===== src/common/event_input_en_defs.svh =====
// register map, field positions, reset values and codes of the timer control
`ifndef EVENT_INPUT_EN_DEFS_SVH
`define EVENT_INPUT_EN_DEFS_SVH
// register indices; byte address is four times the index
`define EVENT_INPUT_EN_IDX_CTLB_CLR 4'h4
`define EVENT_INPUT_EN_IDX_CTLB_SET 4'h5
`define EVENT_INPUT_EN_IDX_EVCTL 4'h6
`define EVENT_INPUT_EN_IDX_IEN_CLR 4'h8
`define EVENT_INPUT_EN_IDX_IEN_SET 4'h9
`define EVENT_INPUT_EN_IDX_IFLAG 4'ha
`define EVENT_INPUT_EN_IDX_STATUS 4'hb
// control_b fields
`define EVENT_INPUT_EN_CB_DIR 0
`define EVENT_INPUT_EN_CB_LOCK 1
`define EVENT_INPUT_EN_CB_SINGLE 2
`define EVENT_INPUT_EN_CB_CMD_LO 5
`define EVENT_INPUT_EN_CB_CMD_HI 7
// event_control fields
`define EVENT_INPUT_EN_EV_ACT_LO 0
`define EVENT_INPUT_EN_EV_ACT_HI 2
`define EVENT_INPUT_EN_EV_INV 4
`define EVENT_INPUT_EN_EV_IN_EN 5
`define EVENT_INPUT_EN_EV_WRAP_EO 8
`define EVENT_INPUT_EN_EV_CH0_EO 12
`define EVENT_INPUT_EN_EV_CH1_EO 13
// interrupt enable / flag fields
`define EVENT_INPUT_EN_IRQ_WRAP 0
`define EVENT_INPUT_EN_IRQ_ERR 1
`define EVENT_INPUT_EN_IRQ_CH0 4
`define EVENT_INPUT_EN_IRQ_CH1 5
`define EVENT_INPUT_EN_IRQ_MASK 8'h33
// status fields
`define EVENT_INPUT_EN_ST_STOP 0
// reset values
`define EVENT_INPUT_EN_RST_CTLB 8'h00
`define EVENT_INPUT_EN_RST_EVCTL 16'h0000
`define EVENT_INPUT_EN_RST_IEN 8'h00
`define EVENT_INPUT_EN_RST_IFLAG 8'h00
`define EVENT_INPUT_EN_RST_STOP 1'b1
// command codes
`define EVENT_INPUT_EN_CMD_NONE 3'h0
`define EVENT_INPUT_EN_CMD_RETRIG 3'h1
`define EVENT_INPUT_EN_CMD_STOP 3'h2
`define EVENT_INPUT_EN_CMD_UPDATE 3'h3
`define EVENT_INPUT_EN_CMD_RDSYNC 3'h4
// event action codes
`define EVENT_INPUT_EN_ACT_OFF 3'h0
`define EVENT_INPUT_EN_ACT_RETRIG 3'h1
`define EVENT_INPUT_EN_ACT_COUNT 3'h2
`define EVENT_INPUT_EN_ACT_START 3'h3
`define EVENT_INPUT_EN_ACT_STAMP 3'h4
`define EVENT_INPUT_EN_ACT_PRD_WID 3'h5
`define EVENT_INPUT_EN_ACT_WID_PRD 3'h6
`define EVENT_INPUT_EN_ACT_WID 3'h7
// default prescaler division
`define EVENT_INPUT_EN_PRESC_DIV 16
`endif


===== src/common/event_input_en_pkg.sv =====
// types shared by the timer command/event/interrupt control
package event_input_en_pkg;
  typedef struct packed {
    logic count_down;
    logic single_pass;
    logic buffer_lock;
  } event_input_en_mode_s;

  typedef struct packed {
    logic retrigger;
    logic stop;
    logic update;
    logic counter_value_sync_cmd;
  } event_input_en_cmd_s;

  typedef struct packed {
    logic retrigger;
    logic count;
    logic start;
    logic stamp;
    logic [1:0] period_capture;
    logic [1:0] width_capture;
  } event_input_en_event_action_s;

  typedef struct packed {
    logic wrap;
    logic err;
    logic [1:0] match;
  } event_input_en_core_evt_s;
endpackage


===== src/logic/event_input_en_ctrl.sv =====
// timer command, control_b, event control and interrupt enable logic
//
// Our own choice: the APB slave port.
`timescale 1ns/1ps
`include "event_input_en_defs.svh"

module event_input_en_ctrl #(
  parameter int ADDR_W = 12,
  parameter int PRESC_DIV = `EVENT_INPUT_EN_PRESC_DIV
) (
  input wire logic clk_sys,
  input wire logic srst,
  // apb slave
  input wire logic psel,
  input wire logic penable,
  input wire logic pwrite,
  input wire logic [ADDR_W-1:0] paddr,
  input wire logic [31:0] pwdata,
  input wire logic [3:0] pstrb,
  output logic [31:0] prdata,
  output logic pready,
  output logic pslverr,
  // counting core
  input wire logic tc_enabled,
  input wire logic capture_mode_en,
  input wire logic hw_update_req,
  input wire event_input_en_pkg::event_input_en_core_evt_s core_evt,
  output event_input_en_pkg::event_input_en_mode_s mode,
  output event_input_en_pkg::event_input_en_cmd_s cmd_strobe,
  output logic buffer_load,
  output logic counter_halt,
  output event_input_en_pkg::event_input_en_event_action_s ev_action,
  output logic presc_tick,
  // event routing network
  input wire logic event_in,
  output logic wrap_event_out,
  output logic [1:0] chan_event_out,
  output logic irq
);
  import event_input_en_pkg::*;

  // parameters the decode and the 10-bit divider cannot serve
  if (ADDR_W < 6) begin : g_bad_addr_w
    $error("event_input_en_ctrl: ADDR_W must be at least 6");
  end
  if (PRESC_DIV < 1 || PRESC_DIV > 1024) begin : g_bad_presc
    $error("event_input_en_ctrl: PRESC_DIV must be 1 to 1024");
  end

  localparam int PRESC_W = 10;
  localparam logic [PRESC_W-1:0] PRESC_LAST = PRESC_W'(PRESC_DIV - 1);
  localparam logic [15:0] EV_RST = `EVENT_INPUT_EN_RST_EVCTL;

  // bus decode
  logic [3:0] idx;
  logic hi_zero;
  logic mapped;
  logic wr;
  logic [7:0] wb0;
  logic [7:0] wb1;
  logic ctlb_set_wr;
  logic ctlb_clr_wr;
  logic ev_wr_lo;
  logic ev_wr_hi;
  logic ien_set_wr;
  logic ien_clr_wr;
  logic flag_wr;

  assign idx = paddr[5:2];
  assign hi_zero = ((paddr >> 6) == '0);
  assign wr = psel & penable & pwrite & mapped;
  assign wb0 = pwdata[7:0];
  assign wb1 = pwdata[15:8];
  assign ctlb_set_wr = wr & pstrb[0] & (idx == `EVENT_INPUT_EN_IDX_CTLB_SET);
  assign ctlb_clr_wr = wr & pstrb[0] & (idx == `EVENT_INPUT_EN_IDX_CTLB_CLR);
  assign ev_wr_lo = wr & pstrb[0] & (idx == `EVENT_INPUT_EN_IDX_EVCTL);
  assign ev_wr_hi = wr & pstrb[1] & (idx == `EVENT_INPUT_EN_IDX_EVCTL);
  assign ien_set_wr = wr & pstrb[0] & (idx == `EVENT_INPUT_EN_IDX_IEN_SET);
  assign ien_clr_wr = wr & pstrb[0] & (idx == `EVENT_INPUT_EN_IDX_IEN_CLR);
  assign flag_wr = wr & pstrb[0] & (idx == `EVENT_INPUT_EN_IDX_IFLAG);

  always_comb begin
    mapped = 1'b0;
    if (hi_zero && paddr[1:0] == 2'b00) begin
      unique case (idx)
        `EVENT_INPUT_EN_IDX_CTLB_CLR, `EVENT_INPUT_EN_IDX_CTLB_SET, `EVENT_INPUT_EN_IDX_EVCTL,
        `EVENT_INPUT_EN_IDX_IEN_CLR, `EVENT_INPUT_EN_IDX_IEN_SET, `EVENT_INPUT_EN_IDX_IFLAG,
        `EVENT_INPUT_EN_IDX_STATUS: mapped = 1'b1;
        default: mapped = 1'b0;
      endcase
    end
  end

  // prescaled timer tick
  logic [PRESC_W-1:0] presc_q;
  always_ff @(posedge clk_sys) begin
    if (srst || presc_q == PRESC_LAST) begin
      presc_q <= '0;
    end else begin
      presc_q <= presc_q + 1'b1;
    end
  end
  logic tick;
  assign tick = (presc_q == PRESC_LAST);

  // control_b state
  logic dir_q;
  logic lock_q;
  logic single_q;
  logic [2:0] cmd_q;
  logic [2:0] wcmd;
  assign wcmd = wb0[`EVENT_INPUT_EN_CB_CMD_HI:`EVENT_INPUT_EN_CB_CMD_LO];

  always_ff @(posedge clk_sys) begin
    if (srst) begin
      dir_q <= 1'b0;
    end else if (ctlb_set_wr && wb0[`EVENT_INPUT_EN_CB_DIR]) begin
      dir_q <= 1'b1;
    end else if (ctlb_clr_wr && wb0[`EVENT_INPUT_EN_CB_DIR]) begin
      dir_q <= 1'b0;
    end
  end

  always_ff @(posedge clk_sys) begin
    if (srst) begin
      lock_q <= 1'b0;
    end else if (ctlb_set_wr && wb0[`EVENT_INPUT_EN_CB_LOCK]) begin
      lock_q <= 1'b1;
    end else if (ctlb_clr_wr && wb0[`EVENT_INPUT_EN_CB_LOCK]) begin
      lock_q <= 1'b0;
    end
  end

  always_ff @(posedge clk_sys) begin
    if (srst) begin
      single_q <= 1'b0;
    end else if (ctlb_set_wr && wb0[`EVENT_INPUT_EN_CB_SINGLE]) begin
      single_q <= 1'b1;
    end else if (ctlb_clr_wr && wb0[`EVENT_INPUT_EN_CB_SINGLE]) begin
      single_q <= 1'b0;
    end
  end

  // a new command written in the tick cycle is held for the next tick; the old one still strobes
  always_ff @(posedge clk_sys) begin
    if (srst) begin
      cmd_q <= `EVENT_INPUT_EN_CMD_NONE;
    end else if (ctlb_set_wr && wcmd != `EVENT_INPUT_EN_CMD_NONE) begin
      cmd_q <= wcmd;
    end else if (ctlb_clr_wr && wcmd != `EVENT_INPUT_EN_CMD_NONE) begin
      cmd_q <= `EVENT_INPUT_EN_CMD_NONE;
    end else if (tick) begin
      cmd_q <= `EVENT_INPUT_EN_CMD_NONE;
    end
  end

  // command execution on the tick
  always_ff @(posedge clk_sys) begin
    if (srst) begin
      cmd_strobe <= '0;
    end else begin
      cmd_strobe.retrigger <= tick && cmd_q == `EVENT_INPUT_EN_CMD_RETRIG;
      cmd_strobe.stop <= tick && cmd_q == `EVENT_INPUT_EN_CMD_STOP;
      cmd_strobe.update <= tick && cmd_q == `EVENT_INPUT_EN_CMD_UPDATE;
      cmd_strobe.counter_value_sync_cmd <=
        tick && cmd_q == `EVENT_INPUT_EN_CMD_RDSYNC;
    end
  end

  always_ff @(posedge clk_sys) begin
    if (srst) begin
      mode <= '0;
    end else begin
      mode.count_down <= dir_q;
      mode.single_pass <= single_q;
      mode.buffer_lock <= lock_q;
    end
  end

  // buffer loads: forced by command, or hardware update unless locked outside capture mode
  always_ff @(posedge clk_sys) begin
    if (srst) begin
      buffer_load <= 1'b0;
    end else begin
      buffer_load <= (tick && cmd_q == `EVENT_INPUT_EN_CMD_UPDATE) ||
        (hw_update_req && (!lock_q || capture_mode_en));
    end
  end

  // single-pass halts after the wrap; otherwise the core keeps counting
  always_ff @(posedge clk_sys) begin
    if (srst) begin
      counter_halt <= 1'b0;
    end else begin
      counter_halt <= (tick && cmd_q == `EVENT_INPUT_EN_CMD_STOP) ||
        (core_evt.wrap && single_q);
    end
  end

  // event_control
  logic [1:0] ch_eo_q;
  logic wrap_eo_q;
  logic ev_en_q;
  logic ev_inv_q;
  logic [2:0] ev_act_q;

  always_ff @(posedge clk_sys) begin
    if (srst) begin
      ev_en_q <= EV_RST[`EVENT_INPUT_EN_EV_IN_EN];
      ev_inv_q <= EV_RST[`EVENT_INPUT_EN_EV_INV];
      ev_act_q <= EV_RST[`EVENT_INPUT_EN_EV_ACT_HI:`EVENT_INPUT_EN_EV_ACT_LO];
    end else if (ev_wr_lo) begin
      ev_en_q <= wb0[`EVENT_INPUT_EN_EV_IN_EN];
      ev_inv_q <= wb0[`EVENT_INPUT_EN_EV_INV];
      ev_act_q <= wb0[`EVENT_INPUT_EN_EV_ACT_HI:`EVENT_INPUT_EN_EV_ACT_LO];
    end
  end

  always_ff @(posedge clk_sys) begin
    if (srst) begin
      wrap_eo_q <= EV_RST[`EVENT_INPUT_EN_EV_WRAP_EO];
      ch_eo_q <= EV_RST[`EVENT_INPUT_EN_EV_CH1_EO:`EVENT_INPUT_EN_EV_CH0_EO];
    end else if (ev_wr_hi) begin
      wrap_eo_q <= wb1[`EVENT_INPUT_EN_EV_WRAP_EO-8];
      ch_eo_q <= wb1[`EVENT_INPUT_EN_EV_CH1_EO-8:`EVENT_INPUT_EN_EV_CH0_EO-8];
    end
  end

  // event outputs to the routing network
  always_ff @(posedge clk_sys) begin
    if (srst) begin
      wrap_event_out <= 1'b0;
      chan_event_out <= 2'b00;
    end else begin
      wrap_event_out <= core_evt.wrap & wrap_eo_q;
      chan_event_out <= core_evt.match & ch_eo_q;
    end
  end

  // incoming event: edges of the polarised, gated source
  logic ev_src;
  logic ev_src_q;
  logic ev_rise;
  logic ev_fall;
  assign ev_src = event_in ^ ev_inv_q;
  always_ff @(posedge clk_sys) begin
    if (srst) begin
      ev_src_q <= 1'b0;
    end else begin
      ev_src_q <= ev_src;
    end
  end
  assign ev_rise = ev_en_q & ev_src & ~ev_src_q;
  assign ev_fall = ev_en_q & ~ev_src & ev_src_q;

  always_ff @(posedge clk_sys) begin
    if (srst) begin
      ev_action <= '0;
    end else begin
      ev_action <= '0;
      unique case (ev_act_q)
        `EVENT_INPUT_EN_ACT_OFF: ev_action <= '0;
        `EVENT_INPUT_EN_ACT_RETRIG: ev_action.retrigger <= ev_rise;
        `EVENT_INPUT_EN_ACT_COUNT: ev_action.count <= ev_rise;
        `EVENT_INPUT_EN_ACT_START: ev_action.start <= ev_rise;
        `EVENT_INPUT_EN_ACT_STAMP: ev_action.stamp <= ev_rise;
        `EVENT_INPUT_EN_ACT_PRD_WID: begin
          ev_action.period_capture <= {1'b0, ev_rise};
          ev_action.width_capture <= {ev_fall, 1'b0};
        end
        `EVENT_INPUT_EN_ACT_WID_PRD: begin
          ev_action.period_capture <= {ev_rise, 1'b0};
          ev_action.width_capture <= {1'b0, ev_fall};
        end
        `EVENT_INPUT_EN_ACT_WID: ev_action.width_capture <= {1'b0, ev_fall};
      endcase
    end
  end

  // stopped status; a stop cause wins over a start in the same cycle
  logic stop_q;
  logic stop_set;
  logic stop_clr;
  assign stop_set = !tc_enabled || (tick && cmd_q == `EVENT_INPUT_EN_CMD_STOP) ||
    (core_evt.wrap && single_q);
  assign stop_clr = (tick && cmd_q == `EVENT_INPUT_EN_CMD_RETRIG) ||
    (ev_rise && (ev_act_q == `EVENT_INPUT_EN_ACT_RETRIG ||
    ev_act_q == `EVENT_INPUT_EN_ACT_START));
  always_ff @(posedge clk_sys) begin
    if (srst) begin
      stop_q <= `EVENT_INPUT_EN_RST_STOP;
    end else if (stop_set) begin
      stop_q <= 1'b1;
    end else if (stop_clr) begin
      stop_q <= 1'b0;
    end
  end

  // one enable state behind both enable registers
  logic [7:0] ien_q;
  always_ff @(posedge clk_sys) begin
    if (srst) begin
      ien_q <= `EVENT_INPUT_EN_RST_IEN;
    end else if (ien_set_wr) begin
      ien_q <= ien_q | (wb0 & `EVENT_INPUT_EN_IRQ_MASK);
    end else if (ien_clr_wr) begin
      ien_q <= ien_q & ~(wb0 & `EVENT_INPUT_EN_IRQ_MASK);
    end
  end

  // interrupt flags; a hardware set beats a software clear
  logic [7:0] flag_q;
  logic [7:0] flag_set;
  logic [7:0] flag_clr;
  always_comb begin
    flag_set = 8'h00;
    flag_set[`EVENT_INPUT_EN_IRQ_WRAP] = core_evt.wrap;
    flag_set[`EVENT_INPUT_EN_IRQ_ERR] = core_evt.err;
    flag_set[`EVENT_INPUT_EN_IRQ_CH0] = core_evt.match[0];
    flag_set[`EVENT_INPUT_EN_IRQ_CH1] = core_evt.match[1];
  end
  assign flag_clr = flag_wr ? (wb0 & `EVENT_INPUT_EN_IRQ_MASK) : 8'h00;
  always_ff @(posedge clk_sys) begin
    if (srst) begin
      flag_q <= `EVENT_INPUT_EN_RST_IFLAG;
    end else begin
      flag_q <= (flag_q & ~flag_clr) | flag_set;
    end
  end

  always_ff @(posedge clk_sys) begin
    if (srst) begin
      irq <= 1'b0;
    end else begin
      irq <= |(flag_q & ien_q);
    end
  end

  always_ff @(posedge clk_sys) begin
    if (srst) begin
      presc_tick <= 1'b0;
    end else begin
      presc_tick <= tick;
    end
  end

  // read mux, captured in the setup phase
  logic [31:0] rd_d;
  logic [31:0] rd_q;
  logic [7:0] ctlb_rd;
  assign ctlb_rd = {cmd_q, 2'b00, single_q, lock_q, dir_q};
  always_comb begin
    rd_d = 32'h0000_0000;
    unique case (idx)
      `EVENT_INPUT_EN_IDX_CTLB_CLR, `EVENT_INPUT_EN_IDX_CTLB_SET: rd_d[7:0] = ctlb_rd;
      `EVENT_INPUT_EN_IDX_EVCTL: begin
        rd_d[`EVENT_INPUT_EN_EV_CH1_EO:`EVENT_INPUT_EN_EV_CH0_EO] = ch_eo_q;
        rd_d[`EVENT_INPUT_EN_EV_WRAP_EO] = wrap_eo_q;
        rd_d[`EVENT_INPUT_EN_EV_IN_EN] = ev_en_q;
        rd_d[`EVENT_INPUT_EN_EV_INV] = ev_inv_q;
        rd_d[`EVENT_INPUT_EN_EV_ACT_HI:`EVENT_INPUT_EN_EV_ACT_LO] = ev_act_q;
      end
      `EVENT_INPUT_EN_IDX_IEN_CLR, `EVENT_INPUT_EN_IDX_IEN_SET: rd_d[7:0] = ien_q;
      `EVENT_INPUT_EN_IDX_IFLAG: rd_d[7:0] = flag_q;
      `EVENT_INPUT_EN_IDX_STATUS: rd_d[`EVENT_INPUT_EN_ST_STOP] = stop_q;
      default: rd_d = 32'h0000_0000;
    endcase
    if (!mapped) begin
      rd_d = 32'h0000_0000;
    end
  end

  always_ff @(posedge clk_sys) begin
    if (srst) begin
      rd_q <= 32'h0000_0000;
    end else if (psel && !penable) begin
      rd_q <= rd_d;
    end
  end

  // zero wait states; unmapped or misaligned access errors
  assign prdata = rd_q;
  assign pready = 1'b1;
  assign pslverr = psel & penable & ~mapped;
endmodule


===== config.mk =====
export PLATFORM = sky130hd
export DESIGN_NAME = event_input_en_ctrl
export DESIGN_NICKNAME = d
export VERILOG_FILES = /design/src/common/event_input_en_pkg.sv /design/src/logic/event_input_en_ctrl.sv
export VERILOG_INCLUDE_DIRS = /design/src /design/src/common
export SDC_FILE = /design/constraint.sdc
export NUM_CORES = 1
export LEC_CHECK = 0
export BUFFER_PORTS_ARGS = -buffer_cell sky130_fd_sc_hd__buf_2
export CAP_MARGIN = 40
export CORE_MARGIN = 2
export CORE_UTILIZATION = 52
export CTS_CLUSTER_DIAMETER = 50
export DETAILED_ROUTE_END_ITERATION = 10
export GPL_TIMING_DRIVEN = 0
export PLACE_DENSITY = 0.95
export SLEW_MARGIN = 20
export SYNTH_ARGS = -nofsm -noshare
export SYNTH_HDL_FRONTEND = slang
export SYNTH_SLANG_ARGS = --single-unit

===== constraint.sdc =====
create_clock -name clk_sys -period 3.5 [get_ports clk_sys]
set_input_delay 0.175 -clock clk_sys [delete_from_list [all_inputs] [get_ports clk_sys]]
set_output_delay 0.175 -clock clk_sys [all_outputs]
set_load 0.005 [all_outputs]

==> results of run 1 <==
[stage by stage]
stage,utilization,power (mW),cells
after floorplan,-,0.8500,348
after global placement,0.6257,0.8925,487
after detailed placement,0.6257,0.8945,487
after CTS,0.6720,1.677,503
after global routing,0.6720,1.734,503
final,0.6720,1.676,503
[cell type report]
type / instances / area (sq um)
Timing Repair Buffer: 67 / 335.3
Buffer: 35 / 220.2
Fill cell: 443 / 1784
Sequential cell: 66 / 1321
Tap cell: 72 / 90.09
Multi-Input combinational cell: 235 / 1391
Clock inverter: 6 / 113.9
Clock buffer: 10 / 137.6
Inverter: 12 / 45.04
[final timing paths]
| path | startpoint | endpoint | slack [ps] |
|---|---|---|---|
| setup / recovery | presc_q[0] | stop_q | 1420 |
| hold / removal | tc_enabled | stop_q | 60 |
| setup reg to reg | presc_q[0] | stop_q | 1420 |
| hold reg to reg | prdata[13] | prdata[13] | 450 |
[kinds of logic after synthesis]
logic type	after synthesis	share of synthesized area
adders and majority gates	1	0.004315
buffers and inverters	47	0.09150
AOI/OAI and AO/OA	68	0.1580
other	2	0.002591
xor gates and xnor gates	7	0.02115
and+or+nand+nor	131	0.2495
DFF	66	0.4558
muxes	5	0.01726
[state kept, by name, indices dropped and copies added, names as in the netlist, named ones only]
| name | flops |
|---|---|
| single_q | 1 |
| flag_q | 4 |
| wrap_event_out | 1 |
| chan_event_out | 2 |
| irq | 1 |
| ev_inv_q | 1 |
| cmd_q | 3 |
| presc_tick | 1 |
| dir_q | 1 |
| mode | 3 |
| cmd_strobe | 4 |
| ch_eo_q | 2 |
| presc_q | 10 |
| ev_src_q | 1 |
| buffer_load | 1 |
| stop_q | 1 |
| ev_en_q | 1 |
| counter_halt | 1 |
| wrap_eo_q | 1 |
| lock_q | 1 |
| prdata | 10 |
| ev_action | 8 |
| ev_act_q | 3 |
[per-layer routing]
metal / global-route usage / up-vias / share of wire
li1: - / 1338 / -
met1: 0.3177 / 1301 / 0.41
met2: 0.4111 / 129 / 0.49
met3: 0.05402 / 19 / 0.083
met4: 0.09649 / 0 / 0.023
met5: 0 / - / 0
[power groups by stage]
stage	Sequential (mW)	Clock [mW]	Combinational (mW)
CTS	0.764	0.799	0.114
detailed placement	0.781	0	0.113
floorplan	0.780	0	0.0703
finish	0.764	0.795	0.117
global placement	0.781	0	0.112
global route	0.765	0.840	0.129
[critical path: cells and delay by family, from the launching register on]
| family | cells | cell delay, ps |
|---|---|---|
| and+or+nand+nor | 2 | 960 |
| AOI/OAI and AO/OA | 2 | 450 |
| DFF | 1 | 380 |
| adders and majority gates | 1 | 210 |
[placed cells by master (no fill, tap or decap), drive strengths merged, types with 5 or more instances in the layout]
| cell | instances |
|---|---|
| xor2 | 5 |
| a22o | 5 |
| a21oi | 24 |
| nor2b | 7 |
| a22oi | 5 |
| nand4 | 17 |
| mux2i | 5 |
| inv | 12 |
| dfxtp | 66 |
| and3 | 12 |
| o21ai | 15 |
| nand2b | 6 |
| nand3 | 14 |
| nor3 | 6 |
| clkbuf | 20 |
| nand2 | 22 |
| buf | 92 |
| nor2 | 27 |
| conb | 23 |
==> results.md, run 1 <==
- The flow ran to the end, and the final reports show no timing, DRC or antenna violations.
- The final-layout worst hold slack is around 64 ps.
- In the final timing run, aggregate negative setup slack is 0 ps.
- The finished cells cover around 3700 sq um.
- After detailed routing, the average wire length per cell comes to approximately 15 um.
- The clock passes through at most 2 buffers.
- Among all flip-flop cells after synthesis, the most frequent one is sky130_fd_sc_hd__dfxtp_1.
- The area growth from synthesis to layout is 26.07%.
- Detailed placement ended at an HPWL of between 5 and 6 mm.
- Clock skew on the completed layout was measured at approximately 6.3 ps.
- The routability congestion estimate from global placement is 0.9546.
- Entering global routing, the biggest net connects 13 pins.
- The horizontal extent of the die is a little under 80 um.
- In the final layout, the share of cells above drive strength 1 is 0.2691.
- The largest fanout on the critical path is 8.
- The distinct cell type count of the synthesized netlist is 49.
- The die is around 79 um tall.
- At the worst endpoint, the arrival time is 2340 ps.
- The proportion of synthesized flip-flops having asynchronous set or reset is 0.
- Wires add up to ~7.4 mm.
- The area enclosed by the die boundary is between 6000 and 7000 sq um.
- During I/O placement, the number of pins put on the boundary was 117.
- The total number of nets in the final design is just under 500.
- The number of global-route vias before repair is between 2000 and 3000.
- In the post-synthesis netlist, the cell with the most instances is sky130_fd_sc_hd__dfxtp_1.
- The count of endpoints failing setup in the final report is 0.
- After detailed routing, the number of vias per cell comes to about 5.5.
- The post-cts hold buffer count is 0.
- The placed instances occupy a cell area of ~3400 sq um.
- The buffer cell driving the clock tree root is sky130_fd_sc_hd__clkbuf_8.
- The worst setup path is of the flop to flop kind.
- Sorting the synthesized cells by how often they occur yields 66 x sky130_fd_sc_hd__dfxtp_1, 26 x sky130_fd_sc_hd__nor2_1, 24 x sky130_fd_sc_hd__a21oi_1.
- The maximum VDD drop is 337.7 uV.
- Summed over all nets, the switching power comes to between 0.3 and 0.4 mW.
- The worst setup path is captured at a flop.
- The count of input and output buffers is 67.
- The share of synthesized area occupied by flip-flops and latches is 0.4558.
- The signal on the critical path passes through ha_1 > nand3_1 > nor4_1 > a32oi_1 > o2111ai_1.
- The number of DRC violations after detailed-routing iteration 0 is approximately 190.
- The tool flagged a number of max-cap violations equal to 0.
- After floorplanning, the core was sized to cover roughly 5400 sq um.
- Clock-pin slew was measured on the worst setup and hold paths at roughly 70 ps.
- The slowest stage of the critical path belongs to the cell sky130_fd_sc_hd__nor4_1.
- The count of instances resized after the clock tree is built is 0.
- The number of optimization iterations in the first detailed-route pass is 6.
- The fraction of power spent switching nets is 0.2236.
- Ranked by total cell area, the synthesized netlist is headed by sky130_fd_sc_hd__dfxtp_1 46%, sky130_fd_sc_hd__buf_4 6.0%, sky130_fd_sc_hd__a21oi_1 4.1%, sky130_fd_sc_hd__nand4_1 3.7%, sky130_fd_sc_hd__nor2_1 3.4%.
- Counting every sink on the clock net gives 66.
- The share of Yosys cell area claimed by the top area cell type is 0.4558.
- The mapped netlist covers 2899 sq um.
- The total leakage power is ~1.6 nW.
- Dividing total power by cell area gives a power density of 458.5 nW/um^2.
- The number of antenna repair diodes is 0.
- Buffers inserted during clock tree synthesis total 9.
- The path class of the tightest hold or removal check is input pin to flop.
- The worst path needs 2083 ps of the cycle, external delays included.
- The depth of the worst hold-timing path is 2.
- At the pin with the least slew margin, the transition time is 774.2 ps.
- The number of buffers inserted by post-CTS setup repair is 0.
- The stage delay of the slowest cell on the critical path is 670 ps.
- The power share of the combinational group is 0.070.
- Of the available clock period, the critical path in the final layout requires 0.5951.
- Synthesis produced 327 cells.
- The remaining global-route overflow is 0.
- The final critical-path setup slack is 1417 ps.
- The startpoint class of the critical path is a flop.
- The remaining antenna violation count is 0.
- Counting flops with a built-in enable in the synthesized netlist gives 0.
- Data on the critical path is required at its endpoint by 3760 ps.
- The worst register-to-register path has a depth of 5.
- The initial antenna violation count is 0.
- Across all layers, the routed design uses between 2000 and 3000 vias.
- The overall routing resource usage is 0.2491.
- The pre-CTS setup slack is roughly 1500 ps.
- Internal power comes to about 1.3 mW.
- For this run, design rule violations remaining after detail routing come to 0.
- Setup repair after global routing left no endpoint under its margin.
- The effective utilization at floorplan is 0.5330.
- The maximum operating frequency is ~480 MHz.
- The wire length of the first global-routing pass is approximately 12 mm.
- The flop and latch count out of synthesis is 66.
- The share of power burned in registers is 0.456.
- The later-pin clock latency in the skew report is ~340 ps.
- The count of endpoints failing hold in the final timing report is 0.
- The count of pins over their slew limit is 0.
- The clock share of power is 0.474.
- Headroom to the max-slew limit came out at 0.4791.
- The total number of placement rows is 27.
- TritonCTS built the clock tree.
- Each instance of the synthesized netlist takes up on average 8.866 sq um.
- The synthesis warning total is 0.
- The CTS H-tree depth is 3.
- The cell type contributing the most total cell area after synthesis is sky130_fd_sc_hd__dfxtp_1.
Power figures use the tool's default switching activity.
==> run 2: changes to the inputs <==
Settings changed: CORE_UTILIZATION 52 to 43, PLACE_DENSITY 0.95 to 0.87.
Clock period 3.5 ns to 1.9 ns, I/O delays scaled along.
==> results.md, run 2 (synthesized netlist as in run 1, its figures left out) <==
- The remaining antenna violation count is 0 (unchanged).
- The fraction of power spent switching nets is 0.2298 (+0.006181).
- The number of optimization iterations in the first detailed-route pass is 5 (-1).
- The actual slew at the worst max-slew pin is 791.4 ps (+17.20 ps).
- The layout cell share with drive strength beyond 1 is 0.2818 (+0.01268).
- The number of maximum-capacitance violations was 0 (unchanged).
- The power share of the combinational group came to 0.079 (+0.009).
- The deepest clock path buffer count was 2 (unchanged).
- The total leakage power is 1.652 nW (+2.3%).
- The routability congestion estimate from global placement is 0.9088 (-4.8%).
- The final core utilization was 0.5839 (-0.08809).
- The power density of the placed cells is 786.8 nW/um^2 (+72%).
- The overall routing resource usage is 0.2139 (-0.03522).
- The maximum operating frequency is 539.4 MHz (+12%).
- The number of global-route vias before repair was 2575 (-1.0%).
- STA classifies the critical path startpoint as a flop.
- The number of antenna repair diodes is 0 (unchanged).
- The critical path is of the flop to flop type.
- The worst endpoint data arrival time is 2050 ps (-290 ps).
- The number of ports placed on the die boundary came to 117 (unchanged).
- The number of DRC violations after detailed-routing iteration 0 is 217 (+12%).
- The total number of nets in the final design came to 497 (+1.8%).
- The initial antenna violation count is 0 (unchanged).
- The routed wire length was 7.500 mm (+1.6%).
- The area enclosed by the die boundary came to 7415 sq um (+20%).
- The top cell types in the final layout, fill and taps aside, are 69 x sky130_fd_sc_hd__buf_2, 64 x sky130_fd_sc_hd__dfxtp_1, 26 x sky130_fd_sc_hd__nor2_1, 26 x sky130_fd_sc_hd__buf_4, 24 x sky130_fd_sc_hd__a21oi_1.
- The final critical-path required period was 1854 ps (-229.1 ps).
- The count of endpoints failing setup in the final report was 0 (unchanged).
- The CTS H-tree depth is 3 (unchanged).
- The kind of end point of the critical path is a flop.
- The total number of placement rows was 29 (+7.4%).
- The post-route clock period utilization is 0.9757 (+0.3806).
- The per-cell via count in the routed design is 5.298 (-4.4%).
- The register-to-register setup slack was 50 ps (-1370 ps).
- The leading cell type in the layout, fill and taps excluded is sky130_fd_sc_hd__buf_2.
- The horizontal extent of the die was 86.11 um (+9.5%).
- The estimated wirelength of the detail-placed design came to 5.629 mm (+1.4%).
- The count of endpoints failing hold in the final timing report is 0 (unchanged).
- The placeable core region is 6422 sq um (+18%).
- The share of power burned in registers is 0.477 (+0.021).
- The maximum VDD drop is 374.1 uV (+11%).
- The worst slew slack as a fraction of its limit was 0.4652 (-0.01390).
- The die extent in y is 86.11 um (+9.5%).
- The min-delay analysis places its worst path in the category input pin to flop.
- The remaining global-route overflow is 0 (unchanged).
- The internal power of the cells is 2.273 mW (+75%).
- The number of fill cells came to 549 (+24%).
- From synthesis to final layout, the design area changed by 29.35%.
- The wire length of the first global-routing pass is 12.28 mm (+1.5%).
- TritonCTS built the clock tree.
- The final-layout worst hold slack is 11.70 ps (-51.83 ps).
- The clock buffer count from CTS is 9 (unchanged).
- The final clock skew is 4.229 ps (-2.116 ps).
- The critical path required time is 2100 ps (-1660 ps).
- The number of sinks handled by clock tree synthesis was 66 (unchanged).
- The largest fanout on the critical path is 4 (-4).
- The average routed wire per standard cell is 14.51 um (-1.1%).
- The detailed-route DRC error count came to 0 (unchanged).
- The clock share of power is 0.445 (-0.029).
- The total via count in the routed design was 2739 (-1.7%).
- The count of pins over their slew limit is 0 (unchanged).
- The flow ran to the end, and the final reports show no timing, DRC or antenna violations.
- The effective utilization at floorplan is 0.4514 (-0.08162).
- The largest net degree at the start of global routing is 13 (unchanged).
- Setup repair after global routing could not meet its margin everywhere.
- The count of input and output buffers is 67 (unchanged).
- The later-pin clock latency in the skew report came to 350 ps (about the same).
- The register clock-pin slew on the reported worst setup and hold paths is 70 ps (about the same).
- The switching power of the nets is 0.6779 mW (+81%).
- CTS placed an instance of sky130_fd_sc_hd__clkbuf_8 at the clock tree root.
==> run 2: cell type report <==
type                    count  area, sq um  area share
multi-input cells         235         1418      0.3780
clock buffers              10        137.6     0.03670
repair buffers             76        417.9      0.1114
flip-flops and latches     66         1326      0.3537
well taps                  77        96.34     0.02569
clock inverters             6        88.84     0.02369
plain buffers              35        220.2     0.05873
inverters                  12        45.04     0.01201
==> run 2: per-layer routing <==
| layer | track usage | vias up | wire [um] |
|---|---|---|---|
| met4 | 0.06494 | 0 | 123 |
| met2 | 0.3510 | 110 | 3562 |
| met3 | 0.07026 | 11 | 633 |
| met1 | 0.2669 | 1262 | 3181 |
| met5 | 0 | - | 0 |
| li1 | - | 1356 | - |
==> run 2: critical path, cell delays in order, from the launching register on <==
cell and delay [ps]:
sky130_fd_sc_hd__dfxtp_1 320, sky130_fd_sc_hd__or4_4 540, sky130_fd_sc_hd__or4_4 540, sky130_fd_sc_hd__o31ai_4 190
sky130_fd_sc_hd__o2111ai_1 110
==> run 2: path summary, 6_finish.rpt <==
check	startpoint	endpoint	depth (start not counted)
worst max register to register	presc_q[9]	stop_q	4
worst max-delay path	presc_q[9]	stop_q	4
worst min register to register	prdata[5]	prdata[5]	2
worst min-delay path	core_evt[1]	chan_event_out[1]	2
==> run 2: through the flow <==
| stage | worst slack (ps) | power (mW) | cell area [sq um] | setup TNS (ps) | instances |
|---|---|---|---|---|---|
| floorplan | 70.50 | 1.566 | 2978 | 0 | 348 |
| global placement | -15.36 | 1.648 | 3410 | -30.46 | 492 |
| detailed placement | -82.18 | 1.653 | 3410 | -314.7 | 492 |
| CTS | 17.81 | 2.961 | 3716 | 0 | 515 |
| global route | -12.69 | 3.069 | 3750 | -12.69 | 517 |
| finish | 46.15 | 2.950 | 3750 | 0 | 517 |
==> run 2: timing repair <==
action | in CTS | in global routing
setup endpoints to repair | 4 | 6
hold buffers | 4 | 2
setup buffers | 3 | 0
resized for setup | 4 | 3
endpoints found under the hold margin | 4 | 2
pin swaps | 4 | 1
==> run 2: power groups by stage <==
| stage | Combinational (mW) | Clock (mW) | Sequential, mW |
|---|---|---|---|
| final | 0.232 | 1.31 | 1.41 |
| after global routing | 0.254 | 1.41 | 1.41 |
| after CTS | 0.223 | 1.33 | 1.41 |
| after detailed placement | 0.214 | 0 | 1.44 |
| after global placement | 0.209 | 0 | 1.44 |
| after floorplan | 0.130 | 0 | 1.44 |
==> run 3: changes to the inputs <==
==> constraint.sdc (replaced) <==
create_clock -name clk_sys -period 1.9 [get_ports clk_sys]
set_input_delay 0.19 -clock clk_sys [delete_from_list [all_inputs] [get_ports clk_sys]]
set_output_delay 0.19 -clock clk_sys [all_outputs]
set_load 0.005 [all_outputs]
==> results.md, run 3 (synthesized netlist as in run 1, its figures left out) <==
- The run finished with clean final reports.
- The maximum VDD drop is 368.6 uV (-1.5%).
- The post-route clock period utilization came to 0.9776 (+0.001930).
- The number of sinks handled by clock tree synthesis came to 66 (unchanged).
- The stage delay of the slowest cell on the critical path came to 550 ps (about the same).
- Relative to the synthesized area, the layout overhead comes to 27.28%.
- The startpoint class of the critical path is a flop.
- The critical path goes through or4_4 > or4_4 > o31ai_4 > o2111ai_1.
- The final critical-path required period is 1858 ps (+3.666 ps).
- The final-layout worst hold slack is 54.25 ps (+42.54 ps).
- The detailed-route DRC error count is 0 (unchanged).
- The post-route cell area is 3690 sq um (-1.6%).
- The average routed wire per standard cell came to 14.63 um (+0.86%).
- The combined area of the multi-input logic cells is 1418 sq um (unchanged).
- The total number of nets in the final design came to 491 (-1.2%).
- The estimated wirelength of the detail-placed design is 5.629 mm (unchanged).
- The largest fanout on the critical path is 4 (unchanged).
- Setup repair after global routing could not meet its margin everywhere.
- The worst hold path belongs to the class input pin to flop.
- Clock tree synthesis selected as its root buffer the cell sky130_fd_sc_hd__clkbuf_8.
- The number of ports placed on the die boundary is 117 (unchanged).
- The global-route met2 utilization is 0.3474 (-0.003524).
- The power density of the placed cells is 797.9 nW/um^2 (+1.4%).
- The met3 usage in global routing is 0.07218 (+0.001925).
- The effective utilization at floorplan is 0.4514 (unchanged).
- The actual slew at the worst max-slew pin is 775.7 ps (-15.68 ps).
- The register clock-pin slew on the reported worst setup and hold paths came to 70 ps (about the same).
- The worst endpoint data arrival time is 2060 ps (about the same).
- The remaining global-route overflow is 0 (unchanged).
- The initial antenna violation count was 0 (unchanged).
- The number of global-route vias before repair is 2540 (-1.4%).
- The most numerous cell type found on the critical path is sky130_fd_sc_hd__or4_4.
- The overall routing resource usage is 0.2131 (-0.0008050).
- The instance area at placement is 3410 sq um (unchanged).
- The total via count in the routed design came to 2745 (+0.22%).
- The routability congestion estimate from global placement is 0.9088 (unchanged).
- Leaving out fill and tap cells, the most frequent cells in the layout are 69 x sky130_fd_sc_hd__buf_2, 64 x sky130_fd_sc_hd__dfxtp_1, 26 x sky130_fd_sc_hd__nor2_1, 26 x sky130_fd_sc_hd__buf_4, 24 x sky130_fd_sc_hd__a21oi_1.
- The overall power after layout is 2.944 mW (-0.21%).
- The number of antenna repair diodes is 0 (unchanged).
- The number of DRC violations after detailed-routing iteration 0 is 208 (-4.1%).
- The routed wire length is 7.477 mm (-0.31%).
- The count of endpoints failing setup in the final report is 0 (unchanged).
- The total number of placement rows is 29 (unchanged).
- The count of pins over their slew limit is 0 (unchanged).
- The number of maximum-capacitance violations was 0 (unchanged).
- The final clock skew is 6.926 ps (+2.698 ps).
- The deepest clock path buffer count is 2 (unchanged).
- The layout cell share with drive strength beyond 1 is 0.2857 (+0.003896).
- The critical path required time was 2100 ps (about the same).
- The count of endpoints failing hold in the final timing report was 0 (unchanged).
- The remaining antenna violation count is 0 (unchanged).
- The area enclosed by the die boundary came to 7415 sq um (unchanged).
- The CTS H-tree depth was 3 (unchanged).
- The worst slew slack as a fraction of its limit came to 0.4758 (+0.01060).
- The placeable core region is 6422 sq um (unchanged).
- The wire length of the first global-routing pass was 12.21 mm (-0.56%).
- The total leakage power is 1.627 nW (-1.5%).
- The aggregate negative setup slack is 0 ps (unchanged).
- The type of the worst setup path is flop to flop.
- The global routing usage on met1 is 0.2663 (-0.0005970).
- The layer carrying the most global-route usage is met2.
- The clock buffer count from CTS is 9 (unchanged).
- Leaving out fill and tap cells, the most frequent cell in the layout is sky130_fd_sc_hd__buf_2.
- The later-pin clock latency in the skew report came to 350 ps (about the same).
- The per-cell via count in the routed design came to 5.372 (+1.4%).
- The kind of end point of the critical path is a flop.
- The count of input and output buffers was 67 (unchanged).
- Among all stages on the critical path, the largest delay is contributed by sky130_fd_sc_hd__or4_4.
- The horizontal extent of the die is 86.11 um (unchanged).
- The maximum operating frequency is 538.4 MHz (-0.20%).
- The largest net degree at the start of global routing came to 13 (unchanged).
- The clock tree from TritonCTS is built.
- The number of optimization iterations in the first detailed-route pass is 4 (-1).
- The number of fill cells is 558 (+1.6%).
- The register area is 1326 sq um (unchanged).
- The die extent in y is 86.11 um (unchanged).
==> run 3: worst max-delay path: cells and delay by family, from the launching register on <==
kind | cells | cell delay, ps
simple gates | 2 | 1090
flops | 1 | 320
compound gates | 2 | 300
==> run 3: cell type report <==
class / count / area share
buffer: 35 / 0.05968
timing repair buffer: 70 / 0.09698
multi-input combinational: 235 / 0.3842
clock inverter: 6 / 0.02408
sequential: 66 / 0.3594
inverter: 12 / 0.01221
tap: 77 / 0.02611
clock buffer: 10 / 0.03730
==> run 3: worst paths after layout <==
path         cells past startpoint  startpoint   endpoint  slack [ps]
max                              4  presc_q[9]     stop_q          40
min                              2  tc_enabled     stop_q          50
max reg2reg                      4  presc_q[9]     stop_q          40
min reg2reg                      2   prdata[5]  prdata[5]         460
==> run 3: power by group <==
group / switching (mW) / total [mW] / internal (mW)
clock: 0.540 / 1.32 / 0.775
sequential: 0.0108 / 1.41 / 1.40
combinational: 0.128 / 0.222 / 0.0939
==> run 3: repair_timing <==
item | in CTS | in global routing
gates resized for setup | 4 | 3
cloned | 0 | 0
hold buffers | 0 | 0
pin swaps | 4 | 1
setup buffers | 3 | 0
setup endpoints to repair | 4 | 6
==> run 3: routing by layer <==
| layer | vias up | part of all wire |
|---|---|---|
| met4 | 0 | 0.017 |
| met1 | 1261 | 0.43 |
| met5 | - | 0 |
| met2 | 125 | 0.47 |
| li1 | 1343 | - |
| met3 | 16 | 0.088 |
==> run 3: stage by stage <==
step                      utilization  worst slack [ps]  cells
after floorplan                     -             70.50    348
after global placement         0.5309            -95.74    492
after detailed placement       0.5309            -157.1    492
after CTS                      0.5724             17.81    511
after global routing           0.5745            -12.12    511
final                          0.5745             42.48    511
